[src/core/hbp_pkg.sv]
// Constants and carrier types for the host bus byte lane port
package hbp_pkg;
  localparam int ADDR_W = 8;
  localparam int DATA_W = 16;
  localparam int QDEPTH = 64;
  localparam int PTR_W = 6;
  localparam int CNT_W = 7;
  localparam logic [CNT_W-1:0] QUEUE_FULL = 7'h40;
  // Word address shared by both queues; direction picks the queue
  localparam logic [ADDR_W-2:0] QUEUE_WORD = 7'h00;
  localparam logic [ADDR_W-1:0] ADDR_RST = 8'h00;
  localparam logic [DATA_W-1:0] DATA_RST = 16'h0000;
  localparam logic [PTR_W-1:0] PTR_RST = 6'h00;
  localparam logic [CNT_W-1:0] CNT_RST = 7'h00;

  typedef enum logic [1:0] {
    ST_IDLE, ST_READ, ST_HOLD, ST_WRITE
  } hbp_state_t;

  typedef struct packed {
    logic cs_n;
    logic rd_n;
    logic wr_n;
    logic ale;
    logic lane_strobe_n;
    logic bus_width_select;
    logic style_alt;
    logic [ADDR_W-1:0] addr;
    logic [DATA_W-1:0] data;
  } hbp_pins_t;

  typedef struct packed {
    logic req;
    logic wr;
    logic [ADDR_W-1:0] addr;
    logic [1:0] be;
    logic [DATA_W-1:0] wdata;
  } hbp_reg_req_t;

  typedef struct packed {
    hbp_pins_t meta;
    hbp_pins_t sync;
    logic ale_prev;
    logic mux;
    logic [ADDR_W-1:0] laddr;
    hbp_state_t st;
    logic [ADDR_W-1:0] acc_addr;
    logic [1:0] acc_nb;
    logic acc_hi0;
    logic acc_hi1;
    logic [DATA_W-1:0] wbuf;
    logic [DATA_W-1:0] dout;
    logic [QDEPTH-1:0][7:0] rx_mem;
    logic [PTR_W-1:0] rx_head;
    logic [PTR_W-1:0] rx_tail;
    logic [CNT_W-1:0] rx_cnt;
    logic [QDEPTH-1:0][7:0] tx_mem;
    logic [PTR_W-1:0] tx_head;
    logic [PTR_W-1:0] tx_tail;
    logic [CNT_W-1:0] tx_cnt;
  } hbp_state_reg_t;
endpackage : hbp_pkg

[src/core/hbp_host_port.sv]
// Host bus byte lane port with receive and transmit byte queues
`timescale 1ns/1ps
`default_nettype none

// Summary of operation
// (RL1) Either strobe style is chosen by a pin, and the bus is 8 or 16 bits.
// (RL2) Registers are reached directly by address, with no indirection.
// (RL3) Every register access is taken as one byte or one 16-bit word.
// (RL4) On the 16-bit bus the lanes follow the lowest address bit and strobe.
// (RL5) Upper strobe style: word, odd byte high lane, even byte low, or none.
// (RL6) Other style: word, odd byte low lane, even byte high lane, or none.
// (RL7) A toggling address latch means a multiplexed bus, else demultiplexed.
// (RL8) Each direction has a 64-byte queue reached through the host port.
// (RL9) Queue access is byte or word by bus mode; words only on 16 bits.
// (RL10) Mixed byte and word queue accesses keep every byte in order.
// (RL11) The board holds the width select high to pick the 16-bit bus.
// (RL12) On the 8-bit bus all goes on the low lane; the strobe is ignored.
module hbp_host_port
  import hbp_pkg::*;
(
  input wire logic core_clk, // 25 MHz clock
  input wire logic rstn, // Async reset, active low
  input wire hbp_pins_t pins, // Host bus pins, asynchronous
  output logic [DATA_W-1:0] data_out, // Read data to the bus
  output logic [1:0] data_oe, // Lane drive enables {high, low}
  output hbp_reg_req_t reg_req, // Register access to the core
  input wire logic [DATA_W-1:0] reg_rdata, // Register read data
  input wire logic rx_in_valid, // Receive byte offered
  input wire logic [7:0] rx_in_data, // Receive byte
  output logic rx_in_ready, // Receive queue has room
  output logic tx_out_valid, // Transmit byte available
  output logic [7:0] tx_out_data, // Transmit byte
  input wire logic tx_out_ready // Transmit byte taken
);

  hbp_state_reg_t s;
  hbp_state_reg_t next_s;

  logic rd_on;
  logic wr_on;
  logic [ADDR_W-1:0] addr_now;
  logic [1:0] nb_now;
  logic hi0_now;
  logic hi1_now;
  logic is_queue;
  logic [7:0] byte0;
  logic [7:0] byte1;
  logic [1:0] rx_pop;
  logic [1:0] tx_push;
  logic rx_push;
  logic tx_pop;
  logic [CNT_W-1:0] tx_free;

  always_comb begin
    next_s = s;
    reg_req = '0;
    rx_pop = 2'd0;
    tx_push = 2'd0;
    byte0 = 8'h00;
    byte1 = 8'h00;
    next_s.meta = pins;
    next_s.sync = s.meta;

    // Any movement on the latch pin means a multiplexed bus
    next_s.ale_prev = s.sync.ale;
    if (s.sync.ale != s.ale_prev) begin
      next_s.mux = 1'b1; // [RL7]
    end
    if (s.ale_prev && !s.sync.ale) begin
      next_s.laddr = s.sync.data[ADDR_W-1:0]; // [RL7]
    end
    addr_now = s.mux ? s.laddr : s.sync.addr; // [RL7]

    rd_on = !s.sync.cs_n && !s.sync.rd_n;
    wr_on = !s.sync.cs_n && !s.sync.wr_n;

    // Lane decode; a byte at odd parity sits high unless style is swapped
    if (!s.sync.bus_width_select) begin // [RL1]
      nb_now = 2'd1; // [RL12]
      hi0_now = 1'b0; // [RL12]
      hi1_now = 1'b0;
    end else begin
      hi0_now = addr_now[0] ^ s.sync.style_alt; // [RL4] [RL5] [RL6]
      hi1_now = !s.sync.style_alt; // [RL1] [RL5] [RL6]
      unique case ({s.sync.lane_strobe_n, addr_now[0]})
        2'b00: nb_now = 2'd2; // [RL3] [RL5] [RL6]
        2'b01: nb_now = 2'd1; // [RL5] [RL6]
        2'b10: nb_now = 2'd1; // [RL5] [RL6]
        2'b11: nb_now = 2'd0; // [RL5] [RL6]
      endcase
    end
    is_queue = s.acc_addr[ADDR_W-1:1] == QUEUE_WORD; // [RL8]

    tx_free = QUEUE_FULL - s.tx_cnt;

    unique case (s.st)
      ST_IDLE: begin
        next_s.acc_addr = addr_now;
        next_s.acc_nb = nb_now;
        next_s.acc_hi0 = hi0_now;
        next_s.acc_hi1 = hi1_now;
        if (rd_on && nb_now != 2'd0) begin
          next_s.st = ST_READ;
        end else if (wr_on) begin
          next_s.st = ST_WRITE;
          next_s.wbuf = s.sync.data;
        end
      end
      ST_READ: begin
        if (is_queue) begin
          // Short queue gives what it holds; missing bytes read zero
          if (s.rx_cnt < {5'd0, s.acc_nb}) begin
            rx_pop = s.rx_cnt[1:0]; // [RL10]
          end else begin
            rx_pop = s.acc_nb; // [RL9] [RL10]
          end
          if (rx_pop != 2'd0) begin
            byte0 = s.rx_mem[s.rx_head];
          end
          if (rx_pop == 2'd2) begin
            byte1 = s.rx_mem[s.rx_head + PTR_W'(1)];
          end
        end else begin
          reg_req.req = 1'b1; // [RL2]
          reg_req.addr = s.acc_addr;
          reg_req.be = (s.acc_nb == 2'd2) ? 2'b11 : 2'b01; // [RL3]
          byte0 = reg_rdata[7:0];
          byte1 = reg_rdata[15:8];
        end
        next_s.dout = DATA_RST;
        if (s.acc_hi0) begin
          next_s.dout[15:8] = byte0; // [RL5] [RL6]
        end else begin
          next_s.dout[7:0] = byte0; // [RL5] [RL6] [RL12]
        end
        if (s.acc_nb == 2'd2) begin
          if (s.acc_hi1) begin
            next_s.dout[15:8] = byte1; // [RL5] [RL6]
          end else begin
            next_s.dout[7:0] = byte1; // [RL5] [RL6]
          end
        end
        next_s.st = ST_HOLD;
      end
      ST_HOLD: begin
        if (!rd_on && !wr_on) begin
          next_s.st = ST_IDLE;
        end
      end
      ST_WRITE: begin
        if (wr_on) begin
          // Track bus until release; data settles before the strobe ends
          next_s.wbuf = s.sync.data;
          next_s.acc_addr = addr_now;
          next_s.acc_nb = nb_now;
          next_s.acc_hi0 = hi0_now;
          next_s.acc_hi1 = hi1_now;
        end else begin
          next_s.st = ST_IDLE;
          byte0 = s.acc_hi0 ? s.wbuf[15:8] : s.wbuf[7:0]; // [RL5] [RL6]
          // Unused lane of a byte access stays zero toward the registers
          if (s.acc_nb == 2'd2) begin
            byte1 = s.acc_hi1 ? s.wbuf[15:8] : s.wbuf[7:0]; // [RL5] [RL6]
          end
          if (is_queue) begin
            // Bytes beyond the free room are dropped
            if (tx_free < {5'd0, s.acc_nb}) begin
              tx_push = tx_free[1:0]; // [RL10]
            end else begin
              tx_push = s.acc_nb; // [RL9] [RL10]
            end
            if (tx_push != 2'd0) begin
              next_s.tx_mem[s.tx_tail] = byte0;
            end
            if (tx_push == 2'd2) begin
              next_s.tx_mem[s.tx_tail + PTR_W'(1)] = byte1;
            end
          end else if (s.acc_nb != 2'd0) begin
            reg_req.req = 1'b1; // [RL2]
            reg_req.wr = 1'b1;
            reg_req.addr = s.acc_addr;
            reg_req.be = (s.acc_nb == 2'd2) ? 2'b11 : 2'b01; // [RL3]
            reg_req.wdata = {byte1, byte0};
          end
        end
      end
    endcase

    // Receive queue: core fills, host drains
    rx_push = rx_in_valid && (s.rx_cnt != QUEUE_FULL);
    if (rx_push) begin
      next_s.rx_mem[s.rx_tail] = rx_in_data; // [RL8]
      next_s.rx_tail = s.rx_tail + PTR_W'(1);
    end
    next_s.rx_head = s.rx_head + PTR_W'(rx_pop);
    next_s.rx_cnt = s.rx_cnt + CNT_W'(rx_push) - CNT_W'(rx_pop);

    // Transmit queue: host fills, core drains
    tx_pop = (s.tx_cnt != CNT_RST) && tx_out_ready;
    next_s.tx_tail = s.tx_tail + PTR_W'(tx_push);
    if (tx_pop) begin
      next_s.tx_head = s.tx_head + PTR_W'(1); // [RL8]
    end
    next_s.tx_cnt = s.tx_cnt + CNT_W'(tx_push) - CNT_W'(tx_pop);
  end

  always_ff @(posedge core_clk or negedge rstn) begin
    if (!rstn) begin
      s <= '0;
      s.st <= ST_IDLE;
      s.laddr <= ADDR_RST;
      s.dout <= DATA_RST;
      s.rx_head <= PTR_RST;
      s.rx_tail <= PTR_RST;
      s.rx_cnt <= CNT_RST;
      s.tx_head <= PTR_RST;
      s.tx_tail <= PTR_RST;
      s.tx_cnt <= CNT_RST;
    end else begin
      s <= next_s;
    end
  end

  assign data_out = s.dout;
  // Drive only while the host still reads, so the bus is released promptly
  assign data_oe[1] = (s.st == ST_HOLD) && rd_on &&
                      (s.acc_hi0 || (s.acc_nb == 2'd2 && s.acc_hi1));
  assign data_oe[0] = (s.st == ST_HOLD) && rd_on &&
                      (!s.acc_hi0 || (s.acc_nb == 2'd2 && !s.acc_hi1));
  assign rx_in_ready = s.rx_cnt != QUEUE_FULL;
  assign tx_out_valid = s.tx_cnt != CNT_RST;
  assign tx_out_data = s.tx_mem[s.tx_head];

endmodule : hbp_host_port

`default_nettype wire

[config.mk]
export PLATFORM = sky130hd
export DESIGN_NAME = hbp_host_port
export DESIGN_NICKNAME = d
export VERILOG_FILES = /design/src/core/hbp_pkg.sv /design/src/core/hbp_host_port.sv
export SDC_FILE = /design/constraint.sdc
export NUM_CORES = 2
export LEC_CHECK = 0
export BUFFER_PORTS_ARGS = -buffer_cell sky130_fd_sc_hd__buf_2
export CAP_MARGIN = 25
export CORE_MARGIN = 2
export CORE_UTILIZATION = 25
export DETAILED_ROUTE_END_ITERATION = 8
export PLACE_DENSITY = 0.44
export REMOVE_ABC_BUFFERS = 1
export SYNTH_ARGS = -nofsm -noshare
export SYNTH_HDL_FRONTEND = slang
export SYNTH_SLANG_ARGS = --single-unit
[constraint.sdc]
create_clock -name core_clk -period 3.9 [get_ports core_clk]
set_input_delay 0.39 -clock core_clk [delete_from_list [all_inputs] [get_ports core_clk]]
set_output_delay 0.39 -clock core_clk [all_outputs]
set_load 0.05 [all_outputs]
==> metrics.csv <==
metric,value,unit
required,3.51,ns
io_buffers,114,
drive_above_1_share,0.3374,
rsz0062_at_grt,true,
avgSynthCellArea,12.50,µm²
relSlewSlack,0.3376,
synth-edff-count,0,
n_antenna_cell,0,
finalHoldViolCount,0,
wire_per_inst,28.95,µm
clk_pin_slew_worst_paths,0.06,ns
drtIter0Drc,6625,
fin_crit_sh,1.020,
grt_start_max_net_pins,108,
grt_use_total,0.1930,
ioPinCount,115,
route.detailed.drc,10,
ant_nets,0,
maxSlewViolCount,0,
worst_ep_arrival_time,3.59,ns
ys_ff_latch,1180,
core_area,245900,µm²
power_density,536.8,nW/µm²
htree_levels,4,
maxCapViolCount,0,
grt_pass1_vias,47440,
path_cells,"buf_12, buf_8, mux4_2, mux4_2, mux4_2, buf_8",
ir_drop,368.9,µV
cts_sinks,1180,
antenna_found_initial,15,
synthFlopType,dfrtp_1,
fp.dieH,501.2,µm
yosys.cell_types.count,80,
drtPass1Iterations,9,
place_congestion,0.9001,
max_freq,0.2515,GHz
syn_inst,4944,
insertion_delay,0.79,ns
ys_async_sr_fraction,1.000,
hold_path_class,input pin to flip-flop,
worst_slack,-0.07683,ns
dp.final_hpwl,168600,µm
rows,182,
start_kind,flip-flop,
cts_tree,built,
cts-buffers-inserted,137,
layout_min_cycle_time,3.977,ns
crit_path_end_kind,primary output,
vias,47060,
dp_cells,8202,
area_delta_synth_final,19.27,%
layout.cells.non_filler,8507,
grt-ovfl-total,0,
start_util,0.2513,
leakage,0.03235,µW
ys_seq_area_frac,0.4777,
violations,"DRC, setup timing",
slowest_delay,0.64,ns
slowest_stage,mux4_2,
fillers,25020,
fin_nets,5283,
netlist_area,61810,µm²
wl,246300,µm
root_buffer,clkbuf_16,
dieArea,251200,µm²
setup_viol,8,
final_core_util,0.2998,
cts_buffer_depth,3,
path_max_fanout,8,
status,finished with violations,
path_common_cell,mux4_2,
tightest_slew,0.9870,ns
skew,0.02632,ns
path_class,flip-flop to primary output,
die_w,501.2,µm
grt_first_pass_wirelength,357200,µm
yosys_warnings,0,
viasPerCell,5.532,
==> timing repair <==
action | 4_1_cts | 5_1_grt
cloned | 6 | 2
hold buffers | 37 | 0
gates resized for setup | 38 | 16
setup endpoints to repair | 25 | 128
pin swaps | 0 | 1
endpoints found under the hold margin | 121 | 0
buffers inserted | 13 | 4
==> cell usage after synthesis (8+ instances only) <==
library cell | number | area share
dfrtp_1 | 1180 | 0.48
mux2_2 | 557 | 0.10
inv_1 | 478 | 0.029
mux4_2 | 405 | 0.15
a222oi_1 | 378 | 0.061
clkbuf_1 | 304 | 0.018
nor2_1 | 299 | 0.018
nand2_1 | 188 | 0.011
a21oi_1 | 120 | 0.0097
mux2i_1 | 113 | 0.018
a221oi_1 | 82 | 0.012
o22ai_1 | 79 | 0.0080
buf_1 | 62 | 0.0038
nor3_1 | 62 | 0.0050
o21ai_1 | 44 | 0.0036
nand3_1 | 42 | 0.0034
o21ai_0 | 40 | 0.0032
buf_2 | 37 | 0.0030
ha_1 | 37 | 0.0075
or3_1 | 33 | 0.0033
a22oi_1 | 26 | 0.0032
and3_1 | 25 | 0.0025
buf_4 | 25 | 0.0030
xnor2_1 | 23 | 0.0033
o211ai_1 | 21 | 0.0026
nor2_2 | 19 | 0.0019
nor2b_1 | 19 | 0.0019
nand2b_1 | 17 | 0.0017
a21o_1 | 16 | 0.0019
nor3_2 | 15 | 0.0024
xor2_1 | 15 | 0.0021
and2_1 | 14 | 0.0014
o21a_1 | 13 | 0.0016
a31oi_1 | 9 | 0.00091
a32o_1 | 9 | 0.0015
or2_2 | 9 | 0.00091
nand4_1 | 8 | 0.00081
==> metrics by stage <==
step / hold slack (ns) / setup TNS [ns] / area (µm²) / total power, µW / setup WS, ns
2_1_floorplan: 0.09441 / -2683.46 / 60040 / 22260 / -9.772
3_3_place_gp: 0.3314 / 0 / 68200 / 25650 / 0.03492
3_5_place_dp: 0.3347 / -0.1307 / 68240 / 25850 / -0.04833
4_1_cts: 0.01344 / -0.8358 / 73550 / 39770 / -0.1194
5_1_grt: 0.06420 / -1.007 / 73720 / 41300 / -0.1412
6_report: 0.07452 / -0.4001 / 73720 / 39570 / -0.07683
==> path summary, 6_finish.rpt <==
| check | startpoint | endpoint | slack (ns) | cells after the start |
|---|---|---|---|---|
| max in group asynchronous | rstn | s[52]$_DFFE_PN0P_ | 2.40 | 3 |
| min reg2reg | next_s[1120]$_DFF_PN0_ | s[1120]$_DFF_PN0_ | 0.34 | 0 |
| max | s[13]$_DFFE_PN0P_ | tx_out_data[2] | -0.08 | 6 |
| min in group asynchronous | rstn | s[27]$_DFFE_PN0P_ | 0.18 | 2 |
| min | reg_rdata[14] | data_out[14]$_DFFE_PN0P_ | 0.07 | 4 |
| max reg2reg | s[2]$_DFF_PN0_ | s[378]$_DFFE_PN0P_ | 0.20 | 10 |
==> cell type report <==
type / count / area, µm² / share of cell area
clock buffers: 207 / 4086 / 0.05543
clock inverters: 36 / 419.2 / 0.005686
inverters: 478 / 1794 / 0.02434
multi-input cells: 2855 / 29000 / 0.3934
flip-flops and latches: 1180 / 29550 / 0.4008
well taps: 3220 / 4029 / 0.05465
repair buffers: 531 / 4841 / 0.06567
==> power breakdown <==
group,switching [µW],internal (µW)
Clock,5540,7690
Sequential,1600,14100
Combinational,5330,5290
Total,12500,27100
==> cell families (layout without fill, tap and decap cells) <==
family                     after synthesis  count (layout)  synth area share
and+or+nand+nor                        794             794           0.06196
buffers and inverters                  909            1252           0.05773
muxes                                 1075            1075            0.2673
DFF                                   1180            1180            0.4777
adders and majority gates               41              41          0.008785
xor gates and xnor gates                38              38          0.005385
AOI/OAI and AO/OA                      907             907            0.1211
==> placed cells by master, fill, tap and decap left out, types with 44 or more instances in the layout <==
cell type	count
dfrtp_1	1173
mux2_2	557
inv_1	478
mux4_2	405
a222oi_1	378
buf_4	307
nor2_1	292
nand2_1	188
clkbuf_16	143
a21oi_1	117
mux2i_1	112
buf_2	105
a221oi_1	82
o22ai_1	79
nor3_1	60
buf_12	58
o21ai_1	44
==> critical path: cells and delay by family, from the launching register on <==
kind,cells,cell delay (ns)
buf+inv,3,0.59
flops,1,0.48
mux,3,1.73
==> routing by layer <==
| metal | vias up | GRT usage | wire length (µm) |
|---|---|---|---|
| li1 | 19420 | - | - |
| met1 | 24970 | 0.2615 | 103200 |
| met2 | 2196 | 0.3011 | 112900 |
| met3 | 459 | 0.04283 | 20000 |
| met4 | 20 | 0.07038 | 10030 |
| met5 | - | 0 | 128 |
==> flip-flops by register name, indices dropped and copies added, names as in the netlist <==
register,flops
s,1132
data_out,16
next_s,32
Note: power is estimated with default switching activity, not from simulation.
